[config.mk]
export PLATFORM = sky130hd
export DESIGN_NAME = sync_serial_port
export DESIGN_NICKNAME = d
export VERILOG_FILES = /design/src/rtl/sync_serial_pkg.sv /design/src/rtl/sync_serial_port.sv
export SDC_FILE = /design/constraint.sdc
export NUM_CORES = 1
export LEC_CHECK = 0
export BUFFER_PORTS_ARGS = -buffer_cell sky130_fd_sc_hd__buf_4
export CAP_MARGIN = 40
export CORE_UTILIZATION = 45
export DETAILED_ROUTE_END_ITERATION = 10
export GPL_TIMING_DRIVEN = 0
export PLACE_DENSITY = 0.71
export SLEW_MARGIN = 10
export SYNTH_ARGS = -nofsm -noshare
export SYNTH_HDL_FRONTEND = slang
export SYNTH_SLANG_ARGS = --single-unit
[constraint.sdc]
create_clock -name pclk -period 3.05 [get_ports pclk]
set_clock_uncertainty 0.15 [all_clocks]
set_input_delay 0.305 -clock pclk [delete_from_list [all_inputs] [get_ports pclk]]
set_output_delay 0.305 -clock pclk [all_outputs]
set_load 0.1 [all_outputs]
[src/rtl/sync_serial_pkg.sv]
// Constants shared by the synchronous serial shift port.
// Assumes a 32-bit APB master that presents full byte addresses.
package sync_serial_pkg;
   localparam logic [31:0] ADDR_CONTROL = 32'h01d14000;
   localparam logic [31:0] ADDR_DATA = 32'h01d14004;
   localparam logic [31:0] ADDR_PRESCALER = 32'h01d14008;
   localparam logic [31:0] ADDR_GAP = 32'h01d1400c;
   localparam logic [31:0] ADDR_GATE = 32'h01d14010;
   localparam logic [31:0] ADDR_INT_STATUS = 32'h01d14014;
   localparam logic [31:0] ADDR_INT_ENABLE = 32'h01d14018;
   localparam logic [31:0] ADDR_INT_CLEAR = 32'h01d1401c;
   localparam int CTL_EXT_CLK = 7;
   localparam int CTL_LSB_FIRST = 6;
   localparam int CTL_TX_RX = 5;
   localparam int CTL_RISE_EDGE = 4;
   localparam int CTL_START = 3;
   localparam int CTL_SHIFT_OP = 2;
   localparam int CTL_MODE_HI = 1;
   localparam int INT_DONE = 0;
   localparam int INT_DMA_REQ = 1;
   localparam int BITS_PER_BYTE = 8;
   localparam int GAP_UNIT = 4;
   localparam logic [1:0] MODE_NONE = 2'h0;
   localparam logic [1:0] MODE_INTR = 2'h1;
   localparam logic [1:0] MODE_DMA0 = 2'h2;
   localparam logic [1:0] MODE_DMA1 = 2'h3;
   localparam logic [7:0] CONTROL_RESET = 8'h00;
   localparam logic [7:0] DATA_RESET = 8'h00;
   localparam logic [1:0] GATE_RESET = 2'h0;
   localparam logic [1:0] INT_RESET = 2'h0;
   typedef enum logic [1:0] {
      ST_IDLE = 2'b00,
      ST_SHIFT = 2'b01,
      ST_GAP = 2'b10
   } shift_state_t;
endpackage : sync_serial_pkg

[src/rtl/sync_serial_port.sv]
// Byte-wide synchronous serial shift port with APB registers, DMA request
// gating and a level interrupt.
// Assumes pins are synchronous to pclk and a remote device on the serial link.
//
// Added by the designer: the APB slave port.
`timescale 1ns/1ps
`default_nettype none
module sync_serial_port #(
   parameter int PRESC_W = 12,
   parameter int GAP_W = 8
) (
   input wire logic pclk, // System clock.
   input wire logic presetn, // Asynchronous reset, active low.
   input wire logic psel, // APB select.
   input wire logic penable, // APB access phase.
   input wire logic pwrite, // APB write when high.
   input wire logic [31:0] paddr, // APB byte address.
   input wire logic [31:0] pwdata, // APB write data.
   output logic [31:0] prdata, // APB read data.
   output logic pready, // APB transfer done.
   output logic pslverr, // APB error on unmapped address.
   input wire logic sclk_i, // Shift clock from the remote device.
   output logic sclk_o, // Shift clock driven to the link.
   output logic sclk_oe, // Shift clock output enable.
   output logic sdo, // Serial data out.
   input wire logic sdi, // Serial data in.
   output logic dma_req0, // Service request pulse to DMA channel 0.
   output logic dma_req1, // Service request pulse to DMA channel 1.
   output logic irq // Level interrupt.
);
   initial begin
      if (PRESC_W != 12 || GAP_W != 8) begin
         $error("sync_serial_port: register fields are fixed at 12 and 8 bits");
      end
   end

   sync_serial_pkg::shift_state_t st_q;
   logic [7:0] ctl_q;
   logic [7:0] data_q;
   logic [PRESC_W-1:0] presc_q;
   logic [PRESC_W-1:0] baud_cnt_q;
   logic [GAP_W-1:0] gap_q;
   logic [GAP_W+1:0] gap_cnt_q;
   logic [1:0] gate_q;
   logic [1:0] int_st_q;
   logic [1:0] int_en_q;
   logic [2:0] bit_cnt_q;
   logic ph_q;
   logic sclk_s_q;
   logic pend_q;
   logic start_pulse;
   logic wr_en;
   logic rd_en;
   logic hit;
   logic [31:0] rd_mux;
   logic [1:0] mode;
   logic dma_mode;
   logic gate_ok;
   logic tx_dma;
   logic tick;
   logic launch;
   logic capture;
   logic byte_done;
   logic gap_end;
   logic [GAP_W+1:0] gap_lim;
   logic data_wr;
   logic req_tx;
   logic req_rx;

   assign mode = ctl_q[sync_serial_pkg::CTL_MODE_HI:0];
   assign dma_mode = mode[1];
   assign gate_ok = dma_mode && !gate_q[mode[0]];
   assign tx_dma = dma_mode && ctl_q[sync_serial_pkg::CTL_TX_RX];

   // The bus answers after one wait state so that every bus output is a flop.
   assign wr_en = psel && penable && pready && pwrite;
   assign rd_en = psel && penable && !pready;
   assign data_wr = wr_en && (paddr == sync_serial_pkg::ADDR_DATA);

   always_comb begin
      hit = 1'b1;
      rd_mux = 32'h00000000;
      case (paddr)
         sync_serial_pkg::ADDR_CONTROL: begin
            rd_mux = {24'h000000, ctl_q};
         end
         sync_serial_pkg::ADDR_DATA: begin
            rd_mux = {24'h000000, data_q};
         end
         sync_serial_pkg::ADDR_PRESCALER: begin
            rd_mux = {20'h00000, presc_q};
         end
         sync_serial_pkg::ADDR_GAP: begin
            rd_mux = {24'h000000, gap_q};
         end
         sync_serial_pkg::ADDR_GATE: begin
            rd_mux = {30'h0, gate_q};
         end
         sync_serial_pkg::ADDR_INT_STATUS: begin
            rd_mux = {30'h0, int_st_q};
         end
         sync_serial_pkg::ADDR_INT_ENABLE: begin
            rd_mux = {30'h0, int_en_q};
         end
         sync_serial_pkg::ADDR_INT_CLEAR: begin
            rd_mux = 32'h00000000;
         end
         default: begin
            hit = 1'b0;
         end
      endcase
   end

   always_ff @(posedge pclk or negedge presetn) begin
      if (!presetn) begin
         pready <= 1'b0;
         prdata <= 32'h00000000;
         pslverr <= 1'b0;
      end else begin
         pready <= rd_en;
         prdata <= (rd_en && !pwrite) ? rd_mux : 32'h00000000;
         pslverr <= rd_en && !hit;
      end
   end

   // The start bit never stores; it only produces a one-cycle pulse.
   always_ff @(posedge pclk or negedge presetn) begin
      if (!presetn) begin
         ctl_q <= sync_serial_pkg::CONTROL_RESET;
      end else if (wr_en && paddr == sync_serial_pkg::ADDR_CONTROL) begin
         ctl_q <= pwdata[7:0] & ~(8'h01 << sync_serial_pkg::CTL_START);
      end
   end
   assign start_pulse = wr_en && (paddr == sync_serial_pkg::ADDR_CONTROL)
      && pwdata[sync_serial_pkg::CTL_START];

   always_ff @(posedge pclk or negedge presetn) begin
      if (!presetn) begin
         presc_q <= '0;
         gap_q <= '0;
         gate_q <= sync_serial_pkg::GATE_RESET;
         int_en_q <= sync_serial_pkg::INT_RESET;
      end else if (wr_en) begin
         if (paddr == sync_serial_pkg::ADDR_PRESCALER) begin
            presc_q <= pwdata[PRESC_W-1:0];
         end
         if (paddr == sync_serial_pkg::ADDR_GAP) begin
            gap_q <= pwdata[GAP_W-1:0];
         end
         if (paddr == sync_serial_pkg::ADDR_GATE) begin
            gate_q <= pwdata[1:0];
         end
         if (paddr == sync_serial_pkg::ADDR_INT_ENABLE) begin
            int_en_q <= pwdata[1:0];
         end
      end
   end

   // Shift clock events: internal divider or edges of the remote clock.
   always_ff @(posedge pclk or negedge presetn) begin
      if (!presetn) begin
         baud_cnt_q <= '0;
         sclk_s_q <= 1'b1;
      end else begin
         sclk_s_q <= sclk_i;
         if (st_q != sync_serial_pkg::ST_SHIFT || baud_cnt_q == presc_q) begin
            baud_cnt_q <= '0;
         end else begin
            baud_cnt_q <= baud_cnt_q + PRESC_W'(1);
         end
      end
   end
   assign tick = (st_q == sync_serial_pkg::ST_SHIFT) && (ctl_q[sync_serial_pkg::CTL_EXT_CLK]
      ? (sclk_i != sclk_s_q) : (baud_cnt_q == presc_q));
   assign launch = tick && !ph_q;
   assign capture = tick && ph_q;
   assign byte_done = capture && (bit_cnt_q == 3'(sync_serial_pkg::BITS_PER_BYTE - 1));
   assign gap_lim = {gap_q, 2'b11};
   assign gap_end = (st_q == sync_serial_pkg::ST_GAP) && (gap_cnt_q == gap_lim);
   assign req_tx = (st_q == sync_serial_pkg::ST_IDLE) && tx_dma && gate_ok && !pend_q;
   assign req_rx = byte_done && dma_mode && !ctl_q[sync_serial_pkg::CTL_TX_RX] && gate_ok;

   always_ff @(posedge pclk or negedge presetn) begin
      if (!presetn) begin
         st_q <= sync_serial_pkg::ST_IDLE;
         bit_cnt_q <= 3'h0;
         ph_q <= 1'b0;
         gap_cnt_q <= '0;
      end else begin
         case (st_q)
            sync_serial_pkg::ST_IDLE: begin
               ph_q <= 1'b0;
               if ((start_pulse && pwdata[1:0] != sync_serial_pkg::MODE_NONE && !(pwdata[1]
                  && pwdata[sync_serial_pkg::CTL_TX_RX])) || (data_wr && pend_q && tx_dma)) begin
                  bit_cnt_q <= 3'h0;
                  st_q <= sync_serial_pkg::ST_SHIFT;
               end
            end
            sync_serial_pkg::ST_SHIFT: begin
               if (tick) begin
                  ph_q <= !ph_q;
               end
               if (capture) begin
                  bit_cnt_q <= bit_cnt_q + 3'h1;
               end
               if (byte_done) begin
                  gap_cnt_q <= '0;
                  st_q <= sync_serial_pkg::ST_GAP;
               end
            end
            sync_serial_pkg::ST_GAP: begin
               gap_cnt_q <= gap_cnt_q + (GAP_W+2)'(1);
               if (gap_end) begin
                  // Receive DMA keeps running byte after byte until the gate closes.
                  if (dma_mode && !tx_dma && gate_ok) begin
                     bit_cnt_q <= 3'h0;
                     ph_q <= 1'b0;
                     st_q <= sync_serial_pkg::ST_SHIFT;
                  end else begin
                     st_q <= sync_serial_pkg::ST_IDLE;
                  end
               end
            end
            default: begin
               st_q <= sync_serial_pkg::ST_IDLE;
            end
         endcase
      end
   end

   // Software writes to the data register are ignored while a byte is in flight.
   always_ff @(posedge pclk or negedge presetn) begin
      if (!presetn) begin
         data_q <= sync_serial_pkg::DATA_RESET;
      end else if (capture) begin
         if (ctl_q[sync_serial_pkg::CTL_LSB_FIRST]) begin
            data_q <= {sdi, data_q[7:1]};
         end else begin
            data_q <= {data_q[6:0], sdi};
         end
      end else if (data_wr && st_q == sync_serial_pkg::ST_IDLE) begin
         data_q <= pwdata[7:0];
      end
   end

   always_ff @(posedge pclk or negedge presetn) begin
      if (!presetn) begin
         sdo <= 1'b0;
         sclk_o <= 1'b1;
         sclk_oe <= 1'b0;
      end else begin
         sclk_oe <= !ctl_q[sync_serial_pkg::CTL_EXT_CLK];
         if (launch) begin
            sdo <= ctl_q[sync_serial_pkg::CTL_LSB_FIRST] ? data_q[0] : data_q[7];
            sclk_o <= ctl_q[sync_serial_pkg::CTL_RISE_EDGE];
         end else if (capture || st_q != sync_serial_pkg::ST_SHIFT) begin
            sclk_o <= !ctl_q[sync_serial_pkg::CTL_RISE_EDGE];
         end
      end
   end

   always_ff @(posedge pclk or negedge presetn) begin
      if (!presetn) begin
         pend_q <= 1'b0;
         dma_req0 <= 1'b0;
         dma_req1 <= 1'b0;
      end else begin
         if (req_tx) begin
            pend_q <= 1'b1;
         end else if (!tx_dma || data_wr) begin
            pend_q <= 1'b0;
         end
         dma_req0 <= (req_tx || req_rx) && (mode == sync_serial_pkg::MODE_DMA0);
         dma_req1 <= (req_tx || req_rx) && (mode == sync_serial_pkg::MODE_DMA1);
      end
   end

   // A new event in the clearing cycle keeps its status bit set.
   always_ff @(posedge pclk or negedge presetn) begin
      if (!presetn) begin
         int_st_q <= sync_serial_pkg::INT_RESET;
         irq <= 1'b0;
      end else begin
         int_st_q[sync_serial_pkg::INT_DONE] <= (byte_done
            && mode == sync_serial_pkg::MODE_INTR) || (int_st_q[sync_serial_pkg::INT_DONE]
            && !(wr_en && paddr == sync_serial_pkg::ADDR_INT_CLEAR
            && pwdata[sync_serial_pkg::INT_DONE]));
         int_st_q[sync_serial_pkg::INT_DMA_REQ] <= req_tx || req_rx
            || (int_st_q[sync_serial_pkg::INT_DMA_REQ]
            && !(wr_en && paddr == sync_serial_pkg::ADDR_INT_CLEAR
            && pwdata[sync_serial_pkg::INT_DMA_REQ]));
         irq <= |(int_st_q & int_en_q);
      end
   end

   property p_start_shift;
      @(posedge pclk) disable iff (!presetn)
      (start_pulse && st_q == sync_serial_pkg::ST_IDLE && pwdata[1:0] == sync_serial_pkg::MODE_INTR)
      |=> (st_q == sync_serial_pkg::ST_SHIFT && bit_cnt_q == 3'h0
      && !ctl_q[sync_serial_pkg::CTL_START]);
   endproperty
   a_start_shift: assert property (p_start_shift) else $error("start did not begin shift");

   property p_baud_tick;
      @(posedge pclk) disable iff (!presetn)
      (st_q == sync_serial_pkg::ST_SHIFT && !ctl_q[7] && tick)
      |=> (!tick || presc_q == '0) && baud_cnt_q == '0;
   endproperty
   a_baud_tick: assert property (p_baud_tick) else $error("shift clock divider wrong");

   property p_done_flag;
      @(posedge pclk) disable iff (!presetn)
      (byte_done && mode == sync_serial_pkg::MODE_INTR)
      |=> int_st_q[0] && st_q == sync_serial_pkg::ST_GAP ##1 irq == int_en_q[0];
   endproperty
   a_done_flag: assert property (p_done_flag) else $error("completion not flagged");

   property p_gap_len;
      @(posedge pclk) disable iff (!presetn)
      $rose(st_q == sync_serial_pkg::ST_GAP) && gap_q == 8'h01
      |-> (st_q == sync_serial_pkg::ST_GAP) [*8] ##1 (st_q != sync_serial_pkg::ST_GAP);
   endproperty
   a_gap_len: assert property (p_gap_len) else $error("byte gap length wrong");

   property p_gate0;
      @(posedge pclk) disable iff (!presetn)
      dma_req0 |-> !$past(gate_q[0]) && $past(mode) == sync_serial_pkg::MODE_DMA0;
   endproperty
   a_gate0: assert property (p_gate0) else $error("channel 0 request while gated");

   property p_gate1;
      @(posedge pclk) disable iff (!presetn)
      dma_req1 |-> !$past(gate_q[1]) && $past(mode) == sync_serial_pkg::MODE_DMA1;
   endproperty
   a_gate1: assert property (p_gate1) else $error("channel 1 request while gated");

   property p_rx_req;
      @(posedge pclk) disable iff (!presetn)
      (byte_done && mode == sync_serial_pkg::MODE_DMA0 && !ctl_q[5] && !gate_q[0])
      |=> dma_req0 ##1 !dma_req0;
   endproperty
   a_rx_req: assert property (p_rx_req) else $error("no request after received byte");

   property p_capture_order;
      @(posedge pclk) disable iff (!presetn)
      capture |=> (ctl_q[6] ? data_q[7] : data_q[0]) == $past(sdi);
   endproperty
   a_capture_order: assert property (p_capture_order) else $error("capture order wrong");

   property p_launch_bit;
      @(posedge pclk) disable iff (!presetn)
      launch |=> sdo == (ctl_q[6] ? $past(data_q[0]) : $past(data_q[7]));
   endproperty
   a_launch_bit: assert property (p_launch_bit) else $error("launched bit wrong");
endmodule : sync_serial_port
`default_nettype wire

# Word level (Yosys, flattened, before mapping)

Cells that the tools add are included.

Register bits after elaboration: 111
Input port bits: 71
Output and inout port bits: 40

Add/subtract/negate cells: 3
Order comparisons: 1
Equality and inequality tests: 24
Muxes and demuxes: 31
Bitwise logic cells: 1
Reduce and logical (&&, ||, !) cells: 75

Operators by type and width:

| kind                                             | number |
|---|---|
| == test 32 x 25 -> 1 bit (second input constant) | 8 |
| case mux 12 bit (7 select lines)                 | 1 |
| logical AND 1 bit                                | 38 |
| 2-to-1 mux 32 bit                                | 1 |
| 2-to-1 mux 8 bit                                 | 3 |
| case mux 10 bit (2 select lines)                 | 1 |
| zero test 1 bit                                  | 13 |
| 2-to-1 mux 1 bit                                 | 13 |
| adder 12 x 1 -> 12 bit (second input constant)   | 1 |
| == test 12 bit                                   | 1 |
| 2-to-1 mux 12 bit                                | 1 |
| 2-to-1 mux 3 bit                                 | 4 |
| adder 10 x 1 -> 10 bit (second input constant)   | 1 |
| == test 10 bit                                   | 1 |
| 2-to-1 mux 10 bit                                | 1 |
| inequality test 2 bit (second input constant)    | 5 |
| AND reduction 2 bit                              | 5 |
| nonzero test 2 bit                               | 5 |
| case mux 3 bit (3 select lines)                  | 1 |
| OR reduction 8 bit                               | 1 |
| logical OR 1 bit                                 | 7 |
| == test 2 bit (second input constant)            | 3 |
| 2-to-1 mux 2 bit                                 | 3 |
| case mux 2 bit (3 select lines)                  | 1 |
| other kinds (14)                                 | 16 |

# Depth between registers and ports, before layout

Gate-level depths: netlist of run 1.

Depth after elaboration: 10
Mapped depth: 7
Mapped depth without buffers: 7

# Worst setup path before layout of run 1

Ideal clock, no wire load.

Path type: register to register
From: register pready
To: register data_q[1]
Library setup time: 0.067 ns
Arrival: 2.373 ns
Data required time: 2.833 ns
Path slack: 0.461 ns
Cell stages (with the launch flop): 7
Path buffers: 1
Period minus slack after synthesis: 2.589 ns
Cells stage by stage: dfrtp_1 -> nand4_1 -> or4_1 -> nor3_1 -> and3_1 -> buf_1 -> a221o_1

Word-level cells in the longest chain between the ends: 5

Ends and longest elaborated chain:

| what                           | RTL line                | text |
|---|---|---|
| from (decl)                    | sync_serial_port.sv:20  | `output logic pready,` |
| from (signal assigned)         | sync_serial_port.sv:120 | `pready <= rd_en;` |
| logical AND 1 bit (2 in a row) | sync_serial_port.sv:76  | `assign wr_en = psel && penable && pready && pwrite;` |
| logical AND 1 bit              | sync_serial_port.sv:78  | `assign data_wr = wr_en && (paddr == sync_serial_pkg::ADDR_DATA);` |
| logical AND 1 bit              | sync_serial_port.sv:241 | `end else if (data_wr && st_q == sync_serial_pkg::ST_IDLE) begin` |
| nonzero test 2 bit (no line)   | --                      |  |
| to (signal assigned)           | sync_serial_port.sv:237 | `data_q <= {sdi, data_q[7:1]};` |
| to (signal assigned)           | sync_serial_port.sv:239 | `data_q <= {data_q[6:0], sdi};` |
| to (signal assigned)           | sync_serial_port.sv:242 | `data_q <= pwdata[7:0];` |
| to (decl)                      | sync_serial_port.sv:39  | `logic [7:0] data_q;` |

No other way between the ends.
A chain may end at the register's enable or synchronous reset.

# Worst setup path after layout of run 1

From: register baud_cnt_q[0]
To: register data_q[6]

Word-level cells in the longest chain between the ends: 5
Elaborated cells on any way between the ends: 6
Classes of those cells: eq/ne (1); mux (2); reduce/logical (3)

Ends and longest elaborated chain:

| what                                                          | RTL line                | text |
|---|---|---|
| from (decl)                                                   | sync_serial_port.sv:41  | `logic [PRESC_W-1:0] baud_cnt_q;` |
| from (signal assigned)                                        | sync_serial_port.sv:169 | `baud_cnt_q <= baud_cnt_q + PRESC_W'(1);` |
| == test 12 bit (*)                                            | sync_serial_port.sv:174 | `? (sclk_i != sclk_s_q) : (baud_cnt_q == presc_q));` |
| 2-to-1 mux 1 bit (*)                                          | sync_serial_port.sv:174 |  |
| logical AND 1 bit (*)                                         | sync_serial_port.sv:173 | `assign tick = (st_q == sync_serial_pkg::ST_SHIFT) && (ctl_q[sync_serial_pkg::CTL_EXT_CLK]` |
| logical AND 1 bit (*)                                         | sync_serial_port.sv:176 | `assign capture = tick && ph_q;` |
| 2-to-1 mux 8 bit / nonzero test 2 bit (equally long branches) | --                      |  |
| to (signal assigned)                                          | sync_serial_port.sv:234 | `data_q <= sync_serial_pkg::DATA_RESET;` |
| to (signal assigned)                                          | sync_serial_port.sv:237 |  |
| to (signal assigned)                                          | sync_serial_port.sv:239 |  |

Every way passes the cells marked *; elsewhere a longest branch is shown, timed or not.

==> out/results.txt, run 1 <==
Initial Util: 46.0%
Achievable Freq: 0.392 GHz
critical path fanouts, max: 8
pwr/cell area: 417 mW/mm²
crit-path cells: xnor2_1 > nand4_1 > o31a_1 > nor4_2 > nor2_1 > a221o_1
status: complete, no violations
nature of the critical path startpoint: register
Crit. End Element: register
initial antenna violation count: 0
final setup fails: 0
Port Buffers: 69
core area: 0.0103 mm²
FFs w/ async S/R, synth: 100%
fin. max-slew vios: 0
Hold Path Class: input pin to register
Inserted Clock Buffers: 9
Post-CTS Setup Bufs: 0
Fillers: 895
WL/cell: 16.6 µm
worst setup margin: 499 ps
via density per instance: 5.47
TNS Setup: 0 ps
first-pass GRT wire length: 19.0 mm
Critical Path RT: 3160 ps
n_diodes: 0
row count: 37
dpl ws: 158 ps
area added between synthesis and finish: 21.8%
top_reg_cell synth: dfrtp_1
CTS Hold Buffers Added: 3
synth unique cells: 49
final cycle utilization of the critical path: 83.6%
Mapped Cells: 452
Syn Area/Cell: 10.5 µm²
Critical-path top delay cell: dfrtp_1
EDFF count, synth: 0
drc violations: 0
Buf+Inv Stages, Crit Path: 0
share of cells above drive strength 1: 27.1%
Peak VDD IR: 0.000249 V
die height: 105 µm
clk buf depth: 2
drt pass-1 iters: 5
Rel. slew slack: 49.0%
top-area cell type share of the netlist area: 47.1%
cell family with most CP delay: simple AND/OR/NAND/NOR gates
Final Wtd Congestion: 0.939
top cells by area, synth: dfrtp_1, mux2_2, xnor2_1
YS warnings: 0
sequential area share after synthesis: 48.2%
Yosys reg bits: 91
minimum clock period: 2550 ps
CTS Root Cell: clkbuf_8
clk sinks: 91
Leakage: 2.63 nW
number of max-cap violations: 0
Clock Latency Late Sink: 380 ps
initial drt markers: 246
Ports: 111
total grt overflow: 0
max incr delay on CP: 490 ps
RSZ-0062 raised after global routing: no
cell taking the most area after synthesis: dfrtp_1
Routed WL: 11.5 mm
count of final hold-check violations: 0
hpwl dp: 8.71 mm
Final ANT Viol Nets: 0
gr usage total: 22.5%
vias post-DR: 3808
CTS tree: done
die area: 0.0109 mm²
clock transition at the registers of the reported paths: 100 ps
Critical Path AT: 2660 ps
Post-Synthesis Cell Area: 0.00473 mm²
number of global-route vias before repair: 3741
largest net degree at the start of global routing: 67
Slew @ Worst Pin: 762 ps
post_cts resized: 0
Chip Width: 105 µm
Final nets: 630
H-tree depth: 3
type of the worst setup path: register to register
-- final cells by class --
| cell class | instances | area (µm²) | area share [%] |
|---|---|---|---|
| buffer | 33 | 199 | 3.45 |
| clock buffer | 11 | 151 | 2.63 |
| clock inverter | 5 | 65.1 | 1.13 |
| inverter | 8 | 30.0 | 0.521 |
| multi-input combinational | 339 | 2290 | 39.8 |
| sequential | 91 | 2280 | 39.5 |
| tap | 136 | 170 | 2.95 |
| timing repair buffer | 73 | 576 | 9.98 |
-- worst reg2reg max path: stages (launching register included) --
cell     delay, ps
dfrtp_1        490
xnor2_1        200
nand4_1        160
o31a_1         420
nor4_2         420
nor2_1         250
a221o_1        350
-- cell usage after synthesis (10+ instances only) --
| cell type | n |
|---|---|
| buf_4 | 20 |
| clkbuf_1 | 10 |
| dfrtp_1 | 89 |
| mux2_2 | 30 |
| mux2i_1 | 12 |
| nand2_1 | 33 |
| nand3_1 | 16 |
| nor2_1 | 40 |
| nor2b_1 | 11 |
| nor3_1 | 17 |
| o21ai_0 | 28 |
| xnor2_1 | 23 |
-- registers in the layout, summed over array words and instances, names as in the netlist, 2 cells and up --
register and flops:
baud_cnt_q 12, prdata 12, presc_q 12, gap_cnt_q 10
data_q 8, gap_q 8, ctl_q 7, bit_cnt_q 3
gate_q 2, int_en_q 2, int_st_q 2, st_q 2
-- per-layer routing --
| layer | up-vias | part of all wire, % | routed length (µm) | global-route usage, % |
|---|---|---|---|---|
| met5 | - | 0 | 0 | 0 |
| met4 | 0 | 1.6 | 179 | 8.16 |
| met3 | 14 | 6.8 | 783 | 5.49 |
| met2 | 127 | 49 | 5620 | 36.2 |
| met1 | 1881 | 43 | 4950 | 29.5 |
| li1 | 1786 | - | - | - |
-- power by group --
part / internal (W) / switching [W] / total [W] / leakage, nW
Sequential: 0.00121 / 0.00000847 / 0.00122 / 1.22
Clock: 0.000434 / 0.000458 / 0.000892 / 0.111
Combinational: 0.0000918 / 0.000198 / 0.000289 / 1.29
-- logic make-up after synthesis --
family                   share of synthesized area, %
AND/OR/NAND/NOR                                  18.7
flip-flops                                       48.2
AO/OA/AOI/OAI                                    9.39
multiplexers                                     12.1
buffers and inverters                            4.84
XOR/XNOR                                         5.74
adder cells (fa/ha/maj)                          1.06
other                                          0.0792
-- stage by stage --
stage          cell area, µm²  instances  power (W)  util [%]  hold WS, ps
3_5_place_dp             5520        677    0.00153      53.7         97.6
3_3_place_gp             5490        676    0.00152      53.4          278
4_1_cts                  5770        696    0.00242      56.1         1.32
5_1_grt                  5770        696    0.00249      56.1         4.09
6_report                 5770        696    0.00240      56.1         14.4
2_1_floorplan            4800        471    0.00143         -         -141
-- layout by cell type, fill, tap and decap left out, types with 4 or more instances in the layout --
master    instances
mux2i_1          12
o21ai_0          28
nand4_1           8
nor2b_1          11
or4_1             4
nand2_1          33
xnor2_1          23
conb_1           20
inv_1             8
and2_1            7
mux4_2            5
nor3_1           17
nand3_1          16
dfrtp_1          89
clkbuf_8         11
buf_4            89
a221o_1           8
nor2_1           40
or3_1             5
a31oi_1           4
clkbuf_1         10
and3_1            8
a21oi_1           8
ha_1              4
nor4b_1           4
mux2_2           30
xor2_1            8
-- path summary, 6_finish.rpt --
check | start | endpoint | slack [ps] | depth (start not counted)
setup / recovery | baud_cnt_q[0] | data_q[6] | 500 | 6
hold / removal | pwdata[10] | presc_q[10] | 10 | 2
setup reg to reg | baud_cnt_q[0] | data_q[6] | 500 | 6
hold reg to reg | gate_q[0] | dma_req0 | 360 | 1
max in group asynchronous | presetn | sclk_o | 1800 | 3
min in group asynchronous | presetn | presc_q[1] | 260 | 2
Power figures use the tool's default switching activity.
==> run 2, diff against run 1 <==
==> constraint.sdc (replaced) <==
create_clock -name pclk -period 2.4 [get_ports pclk]
set_clock_uncertainty 0.15 [all_clocks]
set_input_delay 0.24 -clock pclk [delete_from_list [all_inputs] [get_ports pclk]]
set_output_delay 0.24 -clock pclk [all_outputs]
set_load 0.1 [all_outputs]
==> run 2 against run 1 <==
Effect of this change: the flow now finishes with violations (negative setup slack); count of clock-buffer cells in the layout fell by 2; clock power increased by 35%; routed wire length is 1.1% higher; combinational power up 34%; non-clock buffer count grew 22; highest routed layer unchanged; largest cell class unchanged.
==> out/results.txt, run 2 (synthesis results as in run 1) <==
status: finished, violations left
failing checks: negative setup slack
largest net degree at the start of global routing: 55 (-18%)
RSZ-0062 raised after global routing: yes
Ports: 111 (unchanged)
clock transition at the registers of the reported paths: 100 ps (about the same)
hold_ws: 16.8 ps (+2.47 ps)
switching power total: 0.000868 W (+31%)
minimum clock period: 2410 ps (-140 ps)
Flop pwr share: 49.4% (-1.4 points)
Final nets: 652 (+3.5%)
total grt overflow: 0 (unchanged)
Final ANT Viol Nets: 0 (unchanged)
crit-path cells: xnor2_2 > nand4_1 > o31a_1 > or4_4 > nor2_1 > a221o_1
pwr/cell area: 518 mW/mm² (+24%)
count of final hold-check violations: 0 (unchanged)
Leakage: 2.75 nW (+4.6%)
critical hold path startpoint: pwdata[0]
final core utilization: 59.0% (+2.9 points)
worst setup margin: -11.0 ps (-510 ps)
Achievable Freq: 0.415 GHz (+5.8%)
Crit. End Element: register
Rel. slew slack: 51.4% (+2.4 points)
core area: 0.0103 mm² (unchanged)
Clock Latency Late Sink: 380 ps (about the same)
type of the worst setup path: register to register
H-tree depth: 3 (unchanged)
placed cell count: 677 (unchanged)
hpwl dp: 8.44 mm (-3.1%)
Peak VDD IR: 0.000301 V (+21%)
Critical Path RT: 2570 ps (-590 ps)
Chip Width: 105 µm (unchanged)
Routed WL: 11.7 mm (+1.1%)
Hold Path Class: input pin to register
Power Total: 0.00315 W (+31%)
fin. max-slew vios: 0 (unchanged)
most frequent cells in the layout: buf_4, dfrtp_1, nor2_1
initial drt markers: 256 (+4.1%)
Critical Path AT: 2580 ps (-80 ps)
drc violations: 0 (unchanged)
CTS Root Cell: clkbuf_8
final setup fails: 4 (+4)
n_diodes: 0 (unchanged)
CTS tree: done
dpl ws: -457 ps (-614 ps)
clk sinks: 91 (unchanged)
row count: 37 (unchanged)
Inserted Clock Buffers: 9 (unchanged)
area added between synthesis and finish: 28.2%
max incr delay on CP: 650 ps (+160 ps)
Clock power frac: 38.3% (+1.2 points)
WL/cell: 16.2 µm (-2.0%)
critical path fanouts, max: 8 (unchanged)
Slew @ Worst Pin: 729 ps (-32.5 ps)
clk buf depth: 2 (unchanged)
initial antenna violation count: 0 (unchanged)
die height: 105 µm (unchanged)
Logic pwr share: 12.3% (+0.3 points)
first-pass GRT wire length: 18.6 mm (-2.2%)
drt pass-1 iters: 5 (unchanged)
via density per instance: 5.44 (-0.54%)
die area: 0.0109 mm² (unchanged)
gr usage total: 22.0% (-0.53 points)
Final Wtd Congestion: 0.904 (-3.8%)
Initial Util: 46.0% (unchanged)
number of max-cap violations: 0 (unchanged)
internal power: 0.00228 W (+31%)
commonest non-fill, non-tap cell in the layout: buf_4
Worst R2R Start: baud_cnt_q[1]
sw frac: 27.6% (-0.042 points)
Critical-path top delay cell: or4_4
number of global-route vias before repair: 3741 (unchanged)
non-filler cells in the finished layout: 718 (+3.2%)
share of cells above drive strength 1: 30.6% (+3.4 points)
nature of the critical path startpoint: register
vias post-DR: 3907 (+2.6%)
final cycle utilization of the critical path: 100% (+17 points)
Port Buffers: 69 (unchanged)
Largest regs: baud_cnt_q: 12 flops, prdata: 12 flops, presc_q: 12 flops
Critical Path Start: baud_cnt_q[1]
==> run 2: changes by cell type in the layout (fill, tap and decap cells not counted), sizes merged <==
cell,change
buf,+11
bufinv,+1
clkbuf,-3
clkinv,+1
dlygate4sd3,+12
==> run 2: worst max-delay path: cells and delay by family (launching register included) <==
kind            cells  cell delay (ps)
flops               1              460
compound gates      2              570
xor+xnor            1              180
simple gates        3              990
==> run 2: layer usage <==
metal | up-vias | routed length, µm | track usage (%) | share of wire, %
li1 | 1834 | - | - | -
met1 | 1888 | 5130 | 29.2 | 44
met2 | 159 | 5500 | 35.0 | 47
met3 | 26 | 714 | 3.43 | 6.1
met4 | 0 | 313 | 11.0 | 2.7
met5 | - | 0 | 0 | 0
==> run 2: per-stage QoR <==
| step | area, µm² | TNS, ps |
|---|---|---|
| after detailed placement | 5520 | -10610 |
| after floorplan | 4800 | 0 |
| after global routing | 6070 | -793 |
| after CTS | 5930 | 0 |
| final | 6070 | -28.5 |
| after global placement | 5490 | -9620 |
==> run 2: final cells by class <==
class	instances	area (µm²)
Fill cell	884	4210
Multi-Input combinational cell	339	2380
Sequential cell	91	2280
Timing Repair Buffer	96	778
Buffer	32	195
Tap cell	136	170
Clock buffer	9	124
Clock inverter	7	106
Inverter	8	30.0
==> run 2: power groups by stage <==
stage          clock, W  combinational (W)  sequential, W
6_report        0.00120           0.000387        0.00155
5_1_grt         0.00129           0.000412        0.00156
4_1_cts         0.00122           0.000385        0.00155
3_5_place_dp          0           0.000364        0.00158
3_3_place_gp          0           0.000354        0.00158
2_1_floorplan         0           0.000222        0.00159
==> run 2: final timing paths <==
kind,end,slack (ps),depth (start not counted)
setup / recovery,data_q[5],-10,6
hold / removal,int_en_q[0],20,2
setup reg to reg,data_q[5],-10,6
hold reg to reg,sclk_o,320,1
max in group asynchronous,sclk_o,1190,3
min in group asynchronous,prdata[4],240,2
==> run 2: repair_timing <==
item / 4_1_cts / 5_1_grt
pin swaps: 2 / 9
buffers inserted: 2 / 9
gates resized for setup: 4 / 14
endpoints found under the setup margin: 18 / 33
hold buffers: 15 / 0
endpoints found under the hold margin: 66 / 0
